==> config.mk <==
export PLATFORM = sky130hd
export DESIGN_NAME = bzcs_sampler
export DESIGN_NICKNAME = d
export VERILOG_FILES = /design/src/design/bzcs_sampler.v /design/src/design/bzcs_sync.v
export VERILOG_INCLUDE_DIRS = /design/src /design/src/design
export SDC_FILE = /design/constraint.sdc
export NUM_CORES = 1
export LEC_CHECK = 0
export BUFFER_PORTS_ARGS = -buffer_cell sky130_fd_sc_hd__clkbuf_2
export CAP_MARGIN = 10
export CORE_MARGIN = 2
export CORE_UTILIZATION = 40
export CTS_BUF_LIST = sky130_fd_sc_hd__clkbuf_8
export DETAILED_ROUTE_END_ITERATION = 6
export PLACE_DENSITY_LB_ADDON = 0.15
export SYNTH_ARGS = -nofsm -noshare
export SYNTH_HDL_FRONTEND = slang
export SYNTH_HIERARCHICAL = 1
export SYNTH_SLANG_ARGS = --single-unit
==> constraint.sdc <==
create_clock -name SYS_CLK -period 2.75 [get_ports SYS_CLK]
set_clock_uncertainty 0.1 [all_clocks]
set_input_delay 0 -clock SYS_CLK [delete_from_list [all_inputs] [get_ports SYS_CLK]]
set_output_delay 0 -clock SYS_CLK [all_outputs]
set_load 0.02 [all_outputs]
==> src/design/bzcs_defines.vh <==
// Purpose: constants of the zero-crossing sampler: offsets, fields, resets, timing
// Assumes: one timer cycle equals one SYS_CLK cycle
// Notes:   register offsets are word indices on the plain register port
`ifndef BZCS_DEFINES_VH
`define BZCS_DEFINES_VH

`define BZCS_ADDR_W          4
`define BZCS_DATA_W          16

`define BZCS_OFS_CONFIG      4'h0
`define BZCS_OFS_PHASE       4'h1
`define BZCS_OFS_ZC_CAP      4'h2
`define BZCS_OFS_DEMAG_CAP   4'h3
`define BZCS_OFS_TACHO_CAP   4'h4
`define BZCS_OFS_TIMER       4'h5

// motor_config_reg fields
`define BZCS_CFG_CKE         0
`define BZCS_CFG_REF         1
`define BZCS_CFG_MODE_LO     2
`define BZCS_CFG_MODE_HI     3
`define BZCS_CFG_TACHO       4
`define BZCS_CFG_DEMAG       5
`define BZCS_CFG_RATE_LO     6
`define BZCS_CFG_RATE_HI     7
`define BZCS_CFG_DLY_LO      8
`define BZCS_CFG_DLY_HI      15

// phase_state_reg fields
`define BZCS_PH_SEL_LO       0
`define BZCS_PH_SEL_HI       1
`define BZCS_PH_FLAG_LO      2
`define BZCS_PH_FLAG_HI      5
`define BZCS_PH_HST          6
`define BZCS_PH_READY        7
`define BZCS_PH_STARTUP      8

`define BZCS_RST_CONFIG      16'h0000
`define BZCS_RST_SEL         2'h0

// sampling modes
`define BZCS_MODE_OFF_END    2'h0
`define BZCS_MODE_CONT       2'h1
`define BZCS_MODE_ON_DLY     2'h2
`define BZCS_MODE_ON_DLY_SCF 2'h3

// timing
`define BZCS_CLK_PERIOD_NS   5
`define BZCS_STARTUP_NS      3000
`define BZCS_STARTUP_CYC     ((`BZCS_STARTUP_NS + `BZCS_CLK_PERIOD_NS - 1) / `BZCS_CLK_PERIOD_NS)
`define BZCS_SETTLE_NS       100
`define BZCS_SETTLE_CYC      ((`BZCS_SETTLE_NS + `BZCS_CLK_PERIOD_NS - 1) / `BZCS_CLK_PERIOD_NS)
`define BZCS_SCF_BASE_DIV    4
`define BZCS_TACHO_LAT       4
`define BZCS_CAPT_LAT        3

`endif

==> src/design/bzcs_sampler.v <==
// Purpose: digital sampling and event timing behind the rotor-position comparator
// Assumes: PHASE_DRIVE_ON comes from PWM logic on SYS_CLK; COMP_OUT is asynchronous
// Notes:   timer clock is SYS_CLK; motor timer is a free-running counter here
//
// How it works
// - ignore comparator during start-up filter after enable
// - tacho capture on fourth cycle after toggle
// - off-time mode: zero-cross capture 3 cycles later
// - off-time mode: sensor bit one cycle later
// - continuous mode: zero-cross one period plus three
// - demag capture one period plus three cycles
// - on-time delay: sensor bit delay plus one
// - on-time delay: zero-cross delay plus three
// - on-time delay at rate: plus period plus three
// - input select: flag next cycle, settle, resample
// - rate field divides timer clock by 4..32
//
// The placing of the registers and strobed register access are this design's own decisions.
`include "bzcs_defines.vh"

module bzcs_sampler #(
  parameter DW = `BZCS_DATA_W,  // register data width
  parameter AW = `BZCS_ADDR_W   // register index width
) (
  input  wire          SYS_CLK,         // timer clock, 200 MHz
  input  wire          RESET,           // synchronous reset, high
  input  wire [AW-1:0] REG_ADDR,        // register index
  input  wire [DW-1:0] REG_WDATA,       // write data
  input  wire          REG_WR,          // write strobe
  input  wire          REG_RD,          // read strobe
  output reg  [DW-1:0] REG_RDATA,       // read data, cycle after strobe
  input  wire          COMP_OUT,        // comparator output, asynchronous
  input  wire          PHASE_DRIVE_ON,  // phase_drive_output is on
  output reg  [1:0]    INPUT_SELECT,    // phase_sense_input mux select
  output reg           COMP_POWER,      // comparator powered
  output reg           SENSOR_STATE,    // sensor_state_bit
  output reg           ZC_EVENT,        // zero-crossing pulse
  output reg           DEMAG_EVENT,     // demagnetisation pulse
  output reg           TACHO_EVENT      // tachogenerator capture pulse
);

  localparam integer STARTUP_INT = `BZCS_STARTUP_CYC;
  localparam integer SETTLE_INT  = `BZCS_SETTLE_CYC;
  localparam integer DIV_INT     = `BZCS_SCF_BASE_DIV;
  // counters sized to the counts they hold; upper bits cut on purpose
  localparam [9:0]   STARTUP_CYC = STARTUP_INT[9:0];
  localparam [4:0]   SETTLE_CYC  = SETTLE_INT[4:0];
  localparam [5:0]   BASE_DIV    = DIV_INT[5:0];

  function [5:0] scf_period;
    input [1:0] rate;
    begin
      scf_period = BASE_DIV << rate;
    end
  endfunction

  function [3:0] sel_onehot;
    input [1:0] sel;
    begin
      sel_onehot = 4'h1 << sel;
    end
  endfunction

  // register index match, shared by write decode and read mux
  function reg_hit;
    input [AW-1:0] addr;
    input [AW-1:0] ofs;
    begin
      reg_hit = (addr == ofs);
    end
  endfunction

  reg  [DW-1:0] cfg_reg;
  reg  [3:0]    sel_flag_reg;
  reg           ready_reg;
  reg  [15:0]   timer_reg;
  reg  [15:0]   zc_cap_reg;
  reg  [15:0]   dm_cap_reg;
  reg  [15:0]   tc_cap_reg;
  reg  [9:0]    start_cnt_reg;
  reg           comp_prev_on_reg;
  reg  [5:0]    div_cnt_reg;
  reg           drive_prev_reg;
  reg  [7:0]    dly_cnt_reg;
  reg           scf_arm_reg;
  reg  [4:0]    settle_cnt_reg;
  reg           cmp_prev_reg;
  reg           dm_last_reg;
  reg  [1:0]    zc_pipe_reg;
  reg  [1:0]    dm_pipe_reg;
  reg  [2:0]    tc_pipe_reg;
  reg  [DW-1:0] rd_next;

  wire          cmp_lvl;
  wire [1:0]    mode      = cfg_reg[`BZCS_CFG_MODE_HI:`BZCS_CFG_MODE_LO];
  wire [1:0]    rate      = cfg_reg[`BZCS_CFG_RATE_HI:`BZCS_CFG_RATE_LO];
  wire [7:0]    ds        = cfg_reg[`BZCS_CFG_DLY_HI:`BZCS_CFG_DLY_LO];
  wire          comp_on   = cfg_reg[`BZCS_CFG_CKE] | cfg_reg[`BZCS_CFG_REF];
  wire          ds_zero   = (ds == 8'h00);
  wire          drive_rise = PHASE_DRIVE_ON & ~drive_prev_reg;
  wire          cmp_toggle = cmp_lvl ^ cmp_prev_reg;
  wire          wr_phase  = REG_WR & reg_hit(REG_ADDR, `BZCS_OFS_PHASE);
  wire          wr_cfg    = REG_WR & reg_hit(REG_ADDR, `BZCS_OFS_CONFIG);
  reg           mode_smp;

  // comparator passes the synchroniser before anything reads it
  bzcs_sync u_sync (
    .clk       (SYS_CLK),
    .rst       (RESET),
    .async_in  (COMP_OUT),
    .level_reg (cmp_lvl)
  );

  // comparator output trusted only after the start-up filter
  wire active = comp_on & comp_prev_on_reg & (start_cnt_reg == 10'h000);

  // sampling clock tick
  wire tick = (div_cnt_reg == scf_period(rate) - 6'h01);

  // sample point chosen by mode
  always @*
  begin
    mode_smp = 1'b0;
    case (mode)
      `BZCS_MODE_OFF_END:    mode_smp = drive_rise;
      `BZCS_MODE_CONT:       mode_smp = tick;
      `BZCS_MODE_ON_DLY:     mode_smp = ds_zero ? drive_rise : (dly_cnt_reg == 8'h01);
      `BZCS_MODE_ON_DLY_SCF: mode_smp = tick & scf_arm_reg & PHASE_DRIVE_ON;
      default:               mode_smp = 1'b0;
    endcase
  end

  // sample after an input change: settled, on a tick, until the first one sets ready
  wire sel_smp  = active & tick & ~ready_reg & (settle_cnt_reg == 5'h00);
  wire smp      = active & mode_smp;
  wire smp_any  = smp | sel_smp;
  wire zc_trig  = smp & (cmp_lvl != SENSOR_STATE);
  wire dm_trig  = active & tick & cfg_reg[`BZCS_CFG_DEMAG] & (cmp_lvl != dm_last_reg);
  wire tc_trig  = active & cfg_reg[`BZCS_CFG_TACHO] & cmp_toggle;

  // start-up filter
  always @(posedge SYS_CLK)
  begin
    if (RESET)
    begin
      comp_prev_on_reg <= 1'b0;
      COMP_POWER       <= 1'b0;
      start_cnt_reg    <= 10'h000;
    end
    else
    begin
      comp_prev_on_reg <= comp_on;
      COMP_POWER       <= comp_on;
      if (comp_on & ~comp_prev_on_reg)
        start_cnt_reg <= STARTUP_CYC;
      else if (start_cnt_reg != 10'h000)
        start_cnt_reg <= start_cnt_reg - 10'h001;
    end
  end

  // sampling divider, restarted if a rate change leaves it past the end
  always @(posedge SYS_CLK)
  begin
    if (RESET)
      div_cnt_reg <= 6'h00;
    else if (tick | (div_cnt_reg >= scf_period(rate)))
      div_cnt_reg <= 6'h00;
    else
      div_cnt_reg <= div_cnt_reg + 6'h01;
  end

  // on-time delay counting
  always @(posedge SYS_CLK)
  begin
    if (RESET)
    begin
      drive_prev_reg <= 1'b0;
      dly_cnt_reg    <= 8'h00;
    end
    else
    begin
      drive_prev_reg <= PHASE_DRIVE_ON;
      if (drive_rise & ~ds_zero)
        dly_cnt_reg <= ds;
      else if (dly_cnt_reg != 8'h00)
        dly_cnt_reg <= dly_cnt_reg - 8'h01;
    end
  end

  // rate-paced sampling armed once the delay has run out
  always @(posedge SYS_CLK)
  begin
    if (RESET)
      scf_arm_reg <= 1'b0;
    else if ((drive_rise & ds_zero) | (dly_cnt_reg == 8'h01))
      scf_arm_reg <= 1'b1;
    else if (~PHASE_DRIVE_ON)
      scf_arm_reg <= 1'b0;
  end

  // input selection and its settling
  always @(posedge SYS_CLK)
  begin
    if (RESET)
    begin
      INPUT_SELECT   <= `BZCS_RST_SEL;
      sel_flag_reg   <= 4'h0;
      settle_cnt_reg <= 5'h00;
      ready_reg      <= 1'b0;
    end
    else
    begin
      if (wr_phase)
      begin
        INPUT_SELECT   <= REG_WDATA[`BZCS_PH_SEL_HI:`BZCS_PH_SEL_LO];
        sel_flag_reg   <= sel_onehot(REG_WDATA[`BZCS_PH_SEL_HI:`BZCS_PH_SEL_LO]);
        settle_cnt_reg <= SETTLE_CYC;
        ready_reg      <= 1'b0;
      end
      else
      begin
        if (settle_cnt_reg != 5'h00)
          settle_cnt_reg <= settle_cnt_reg - 5'h01;
        if (sel_smp)
          ready_reg <= 1'b1;
      end
    end
  end

  // free-running motor timer
  always @(posedge SYS_CLK)
  begin
    if (RESET)
      timer_reg <= 16'h0000;
    else
      timer_reg <= timer_reg + 16'h0001;
  end

  // sensor state follows the comparator at each sample point
  always @(posedge SYS_CLK)
  begin
    if (RESET)
      SENSOR_STATE <= 1'b0;
    else if (smp_any)
      SENSOR_STATE <= cmp_lvl;
  end

  // edge history and event pipelines
  always @(posedge SYS_CLK)
  begin
    if (RESET)
    begin
      cmp_prev_reg <= 1'b0;
      dm_last_reg  <= 1'b0;
      zc_pipe_reg  <= 2'h0;
      dm_pipe_reg  <= 2'h0;
      tc_pipe_reg  <= 3'h0;
    end
    else
    begin
      cmp_prev_reg <= cmp_lvl;
      if (active & tick)
        dm_last_reg <= cmp_lvl;
      zc_pipe_reg <= {zc_pipe_reg[0], zc_trig};
      dm_pipe_reg <= {dm_pipe_reg[0], dm_trig};
      tc_pipe_reg <= {tc_pipe_reg[1:0], tc_trig};
    end
  end

  // one-cycle event pulses at the end of each pipeline
  always @(posedge SYS_CLK)
  begin
    if (RESET)
    begin
      ZC_EVENT    <= 1'b0;
      DEMAG_EVENT <= 1'b0;
      TACHO_EVENT <= 1'b0;
    end
    else
    begin
      ZC_EVENT    <= zc_pipe_reg[1];
      DEMAG_EVENT <= dm_pipe_reg[1];
      TACHO_EVENT <= tc_pipe_reg[2];
    end
  end

  // captures take the timer on the edge that raises the event
  always @(posedge SYS_CLK)
  begin
    if (RESET)
    begin
      zc_cap_reg <= 16'h0000;
      dm_cap_reg <= 16'h0000;
      tc_cap_reg <= 16'h0000;
    end
    else
    begin
      if (zc_pipe_reg[1])
        zc_cap_reg <= timer_reg;
      if (dm_pipe_reg[1])
        dm_cap_reg <= timer_reg;
      if (tc_pipe_reg[2])
        tc_cap_reg <= timer_reg;
    end
  end

  // configuration write
  always @(posedge SYS_CLK)
  begin
    if (RESET)
      cfg_reg <= `BZCS_RST_CONFIG;
    else if (wr_cfg)
      cfg_reg <= REG_WDATA;
  end

  // read mux
  always @*
  begin
    rd_next = {DW{1'b0}};
    if (reg_hit(REG_ADDR, `BZCS_OFS_CONFIG))
      rd_next = cfg_reg;
    else if (reg_hit(REG_ADDR, `BZCS_OFS_PHASE))
    begin
      rd_next[`BZCS_PH_SEL_HI:`BZCS_PH_SEL_LO]   = INPUT_SELECT;
      rd_next[`BZCS_PH_FLAG_HI:`BZCS_PH_FLAG_LO] = sel_flag_reg;
      rd_next[`BZCS_PH_HST]                      = SENSOR_STATE;
      rd_next[`BZCS_PH_READY]                    = ready_reg;
      rd_next[`BZCS_PH_STARTUP]                  = comp_on & ~active;
    end
    else if (reg_hit(REG_ADDR, `BZCS_OFS_ZC_CAP))
      rd_next = zc_cap_reg;
    else if (reg_hit(REG_ADDR, `BZCS_OFS_DEMAG_CAP))
      rd_next = dm_cap_reg;
    else if (reg_hit(REG_ADDR, `BZCS_OFS_TACHO_CAP))
      rd_next = tc_cap_reg;
    else if (reg_hit(REG_ADDR, `BZCS_OFS_TIMER))
      rd_next = timer_reg;
    else
      rd_next = {DW{1'b0}};
  end

  // read data stands only in the cycle after the strobe
  always @(posedge SYS_CLK)
  begin
    if (RESET)
      REG_RDATA <= {DW{1'b0}};
    else if (REG_RD)
      REG_RDATA <= rd_next;
    else
      REG_RDATA <= {DW{1'b0}};
  end

endmodule

==> src/design/bzcs_sync.v <==
// Purpose: three-stage input synchroniser with agreement filter
// Assumes: async_in is unrelated to clk
// Notes:   level_reg changes only when stages two and three agree
module bzcs_sync (
  input  wire clk,       // timer clock
  input  wire rst,       // synchronous reset, high
  input  wire async_in,  // asynchronous level
  output reg  level_reg  // filtered level
);

  reg s1_reg;
  reg s2_reg;
  reg s3_reg;

  always @(posedge clk)
  begin
    if (rst)
    begin
      s1_reg    <= 1'b0;
      s2_reg    <= 1'b0;
      s3_reg    <= 1'b0;
      level_reg <= 1'b0;
    end
    else
    begin
      s1_reg <= async_in;
      s2_reg <= s1_reg;
      s3_reg <= s2_reg;
      if (s2_reg == s3_reg)
        level_reg <= s3_reg;
    end
  end

endmodule

Word level (Yosys, flattened, before mapping)
Cells that the tools add are included.

storage, ports and cells
  register bits = 152
  logic and storage cells = 117

operators by class
  reductions and logical operators = 15
  shifts and indexed selects = 2
  eq/ne operators = 14
  add/sub/neg operators = 6
  $lt $le $gt $ge = 1
  mux-type cells = 17
  bitwise operators = 31

operators by type and width
  cell                                                  number
  2-to-1 mux 16 bit                                     5
  AND 1 bit                                             20
  2-to-1 mux 10 bit                                     2
  adder 16 x 1 -> 16 bit (second input constant)        1
  2-to-1 mux 8 bit                                      2
  logical NOT 10 bit                                    1
  2-to-1 mux 5 bit                                      2
  nonzero test 10 bit                                   1
  subtractor 10 x 1 -> 10 bit (second input constant)   1
  2-to-1 mux 9 bit                                      1
  equality test 4 x 2 -> 1 bit (second input constant)  2
  equality test 4 x 3 -> 1 bit (second input constant)  2
  equality test 8 x 1 -> 1 bit (second input constant)  1
  logical NOT 8 bit                                     1
  nonzero test 8 bit                                    1
  OR reduction 2 bit                                    4
  subtractor 8 x 1 -> 8 bit (second input constant)     1
  2-to-1 mux 7 bit                                      1
  adder 6 x 1 -> 6 bit (second input constant)          1
  equality test 6 bit                                   1
  >= comparator 6 bit                                   1
  NOT 1 bit                                             6
  nonzero test 2 bit                                    3
  << shifter 3 x 2 -> 6 bit (first input constant)      1
  17 further kinds                                      24

Depth between registers and ports, before layout
  word-level depth = 8
  depth in mapped cells = 8
  mapped depth without buffers = 7

By module
The synthesis kept the hierarchy.

by module, submodules not included
  module        times used  area each (µm²)  cells each
  bzcs_sampler  1           6542.5           724
  bzcs_sync     1           112.6            10

Worst setup path before layout
No wires, ideal clock.

  path kind = reg-to-reg
  from = register cfg_reg[7]
  to = register dm_pipe_reg[0]
  buffers on the path = 1
  required time = 2.563 ns
  arrival = 2.260 ns
  path slack = 0.303 ns
  setup time = 0.087 ns
  stages on the path, launching flop included = 7
  path through = dfxtp_1 clkbuf_1 or2_2 ha_1 or3b_2 or4_1 nor4b_2

between the ends
  longest elaborated chain between the ends = 6

ends and longest elaborated chain
  what                       RTL line            text
  from (decl)                bzcs_sampler.v:73   reg [DW-1:0] cfg_reg;
  from (signal assigned)     bzcs_sampler.v:311  cfg_reg <= `BZCS_RST_CONFIG;
  << shifter 3 x 2 -> 6 bit  bzcs_sampler.v:53   scf_period = BASE_DIV << rate;
  subtractor 6 x 1 -> 6 bit  bzcs_sampler.v:118  wire tick = (div_cnt_reg == scf_period(rate) - 6'h01);
  equality test 6 bit        bzcs_sampler.v:118
  AND 1 bit (3 in series)    bzcs_sampler.v:138  wire dm_trig = active & tick & cfg_reg[`BZCS_CFG_DEMAG] & (cmp_lvl != dm_last_reg);
  to (signal assigned)       bzcs_sampler.v:265  dm_pipe_reg <= {dm_pipe_reg[0], dm_trig};
  to (decl)                  bzcs_sampler.v:90   reg [1:0] dm_pipe_reg;

No other way between the ends.
A chain may end at the register's enable or synchronous reset.

Worst setup path in the final report
  from = register cfg_reg[6]
  to = register SENSOR_STATE

between the ends
  longest elaborated chain between the ends = 8

ends and longest elaborated chain
  what                             RTL line            text
  << shifter 3 x 2 -> 6 bit (*)    bzcs_sampler.v:53
  subtractor 6 x 1 -> 6 bit (*)    bzcs_sampler.v:118
  equality test 6 bit (*)          bzcs_sampler.v:118
  AND 1 bit (2 in series)          bzcs_sampler.v:128  `BZCS_MODE_ON_DLY_SCF: mode_smp = tick & scf_arm_reg & PHASE_DRIVE_ON;
  case mux 1 bit (4 select lines)  bzcs_sampler.v:124  case (mode)
  AND 1 bit                        bzcs_sampler.v:135  wire smp = active & mode_smp;
  OR 1 bit (*)                     bzcs_sampler.v:136  wire smp_any = smp | sel_smp;
  to (signal assigned)             bzcs_sampler.v:245  SENSOR_STATE <= cmp_lvl;
  to (decl)                        bzcs_sampler.v:36   output reg SENSOR_STATE,

Every way passes the cells marked *; elsewhere a longest branch is shown, timed or not.

==> impl_results.md <==
- DR WL/cell: 15.4 um
- Post-CTS Setup Bufs: 0
- Initial Utilization: 40.6%
- Detailed Routing Iterations Pass 1: 6
- Initial antenna violation count: 0
- CP max FO: 7
- Yosys warning count: 6
- Outcome: completed
- Synth area leader: dfxtp_1
- Final Max Slew Viols: 0
- Clock Latency Late Sink: 0.44 ns
- Critical path class: flip-flop to flip-flop
- Final setup viols: 0
- Root buf cell: clkbuf_8
- Worst Tran Pin Value: 1.10 ns
- R2R depth: 7
- Hold Path Class: input port to flip-flop
- Max-Cap Viols: 0
- Lkg Pwr: 2.94 nW
- Vias in the first global route: 5072
- CP Launch Type: flip-flop
- Yosys reg bits: 152
- HP Start: REG_ADDR[3]
- CP Data Arrival Time: 2.83 ns
- Largest net degree at the start of global routing: 91
- Worst R2R End: SENSOR_STATE$_SDFFE_PP0P_
- Power Total: 5.66 mW
- Library cells used by synthesis: 57
- Slew HR: 26.8%
- Pwr dens: 723 nW/um^2
- I/O pins: 49
- Share of layout cells above drive strength 1: 13.1%
- Syn-to-layout area delta: 17.6%
- Antenna Nets Post-Route: 0
- Unrepaired setup endpoints after global routing: false
- Cts bufs inserted: 17
- CTS tree: done
- Initial DRC Count: 291
- Post-DP HPWL: 10700 um
- Met3 routed WL: 526 um
- Vias per cell: 5.12
- Top-area cell type share of the netlist area: 45.7%
- Die Ht: 133 um
- IO Port Bufs: 48
- DR top layer: met4
- R2r setup slk: 0.15 ns
- Row count: 47
- Total grt overflow: 0
- Fin Setup TNS: 0 ns
- First-pass GRT wire length: 26200 um
- Metal2 WL: 7220 um
- Syn Area/Cell: 9.07 sq um
- Final nets: 841
- Vias post-DR: 5299
- Register area share after synthesis: 45.7%
- Final RePlAce weighted congestion: 0.845
- Worst path required time: 2.98 ns
- Syn_nets: 774
- Tcrit/Tclk final: 94.6%
- Cells after Synth: 734
- Core Area: 16400 sq um
- Crit end category: flip-flop
- Max IR drop VDD: 0.395 mV
- FF-to-FF Start: cfg_reg[6]$_SDFFE_PP0P_
- Die width: 133 um
- M1 WL: 7900 um
- Minimum clock period: 2.60 ns
- H-tree depth: 4
- Total Routing Usage GR: 18.7%
- Post-synth EDFFs: 0
- Hold endpoint: REG_RDATA[13]$_SDFF_PP0_
- Ys async rst share: 0%
- F_max: 385 MHz
- Total die area: 17700 sq um
- ANT cells: 0
- Min Hold Slack: 0.0315 ns
- Hold violation total from the final report: 0
- Hold Crit Depth: 4
- Clock transition at the registers of the reported paths: 0.08 ns
- Sink Count: 152
- Main flop type after synthesis: dfxtp_1
- Final wirelength: 15900 um
- DRC: 0
- Most area-consuming cells after synthesis: dfxtp_1 46%, mux2i_1 13%, nor2_1 6.3%
- CTS Buffer Depth: 2
- Mapped Area: 6660 sq um
-- power breakdown --
| part | total, mW | switching, mW | internal [mW] |
|---|---|---|---|
| Combinational | 1.33 | 0.707 | 0.621 |
| Sequential | 2.59 | 0.211 | 2.38 |
| Clock | 1.74 | 0.836 | 0.899 |
-- routing by layer --
layer | up-vias | track usage (%)
li1 | 2664 | -
met1 | 2533 | 25.4
met2 | 87 | 29.4
met3 | 15 | 4.60
met4 | 0 | 5.50
met5 | - | 0
-- what timing repair did --
item,CTS,global route
endpoints found under the hold margin,52,0
hold buffers,37,0
gates resized for setup,0,0
-- cells by family (layout without fill, tap and decap cells) --
group                      Yosys count  in the layout  synth area share, %
DFF                                152            152                 45.7
buffers and inverters               55            135                 3.42
and+or+nand+nor                    288            288                 21.3
adders and majority gates           14             14                 2.63
muxes                               89             89                 13.5
AOI/OAI and AO/OA                  108            108                 9.74
xor gates and xnor gates            28             28                 3.68
-- layout by cell type (no fill, tap or decap), drive strengths merged, types with 3 or more instances in the layout --
master       synthesis  layout
a31oi                3       3
o211ai               8       8
inv                 10      10
xor2                12      12
nand4                3       3
nand2b               8       8
nor4b                5       5
nand3b               6       6
dfxtp              152     152
xnor2               16      16
nor2b               16      16
nor4                 9       9
buf                 17       9
dlygate4sd3          0      37
o22a                 6       6
nand3               13      13
ha                  14      14
clkinvlp             0       5
nor2               113     113
and3                 9       9
a21boi               3       3
clkbuf              28      68
a311oi               3       3
or4                  3       3
a21oi               56      56
mux2i               84      84
clkinv               0       4
o21ai               15      15
a211oi               3       3
nor3                14      14
or3                  8       8
nand2               73      73
mux2                 5       5
-- synth_stat cells (all sizes together), types with 2 or more instances --
cell,n
nand2b,8
mux2,5
nand4,3
dfxtp,152
o21ai,15
and3,9
xor2,12
nand2,73
or4,3
a31oi,3
buf,17
ha,14
o211ai,8
nor3,14
clkbuf,28
or3,8
nor2b,16
a21boi,3
nor4,9
xnor2,16
o21a,2
nor2,113
or2,2
a211oi,3
mux2i,84
nand3b,6
nor4b,5
a21oi,56
nand3,13
o22a,6
inv,10
o32ai,2
a311oi,3
-- area by class of cell --
type	count	area [sq um]
tap	220	275
sequential	152	3040
clock buffer	21	289
clock inverter	11	121
inverter	10	37.5
multi-input combinational	527	3380
fill	1559	8580
timing repair buffer	93	673
-- worst max-delay path by stage --
| stage | startpoint | endpoint | slack (ns) | cells after the start |
|---|---|---|---|---|
| floorplan | cfg_reg[7]$_SDFFE_PP0P_ | dm_pipe_reg[0]$_SDFF_PP0_ | 0.30 | 6 |
| detailed placement | cfg_reg[6]$_SDFFE_PP0P_ | SENSOR_STATE$_SDFFE_PP0P_ | 0.20 | 7 |
| global route | cfg_reg[6]$_SDFFE_PP0P_ | SENSOR_STATE$_SDFFE_PP0P_ | 0.04 | 7 |
| global placement | cfg_reg[6]$_SDFFE_PP0P_ | SENSOR_STATE$_SDFFE_PP0P_ | 0.31 | 7 |
| CTS | cfg_reg[6]$_SDFFE_PP0P_ | SENSOR_STATE$_SDFFE_PP0P_ | 0.16 | 7 |
| finish | cfg_reg[6]$_SDFFE_PP0P_ | SENSOR_STATE$_SDFFE_PP0P_ | 0.15 | 7 |
-- critical path, cell delays in order (launching register included) --
cell and delay (ns):
dfxtp_1 0.38, or2_2 0.31, ha_1 0.29, or3b_2 0.50, o21ai_0 0.18, nor4b_2 0.28
a32oi_1 0.16, mux2_2 0.29
-- stage by stage --
stage,worst slack (ns),cell area [sq um],utilization [%],std cells
floorplan,0.303,6660,-,734
global placement,0.306,7040,42.9,965
detailed placement,0.197,7040,42.9,965
CTS,0.156,7820,47.7,1034
global route,0.0438,7820,47.7,1034
finish,0.150,7820,47.7,1034
Note: power is estimated with default switching activity, not from simulation.
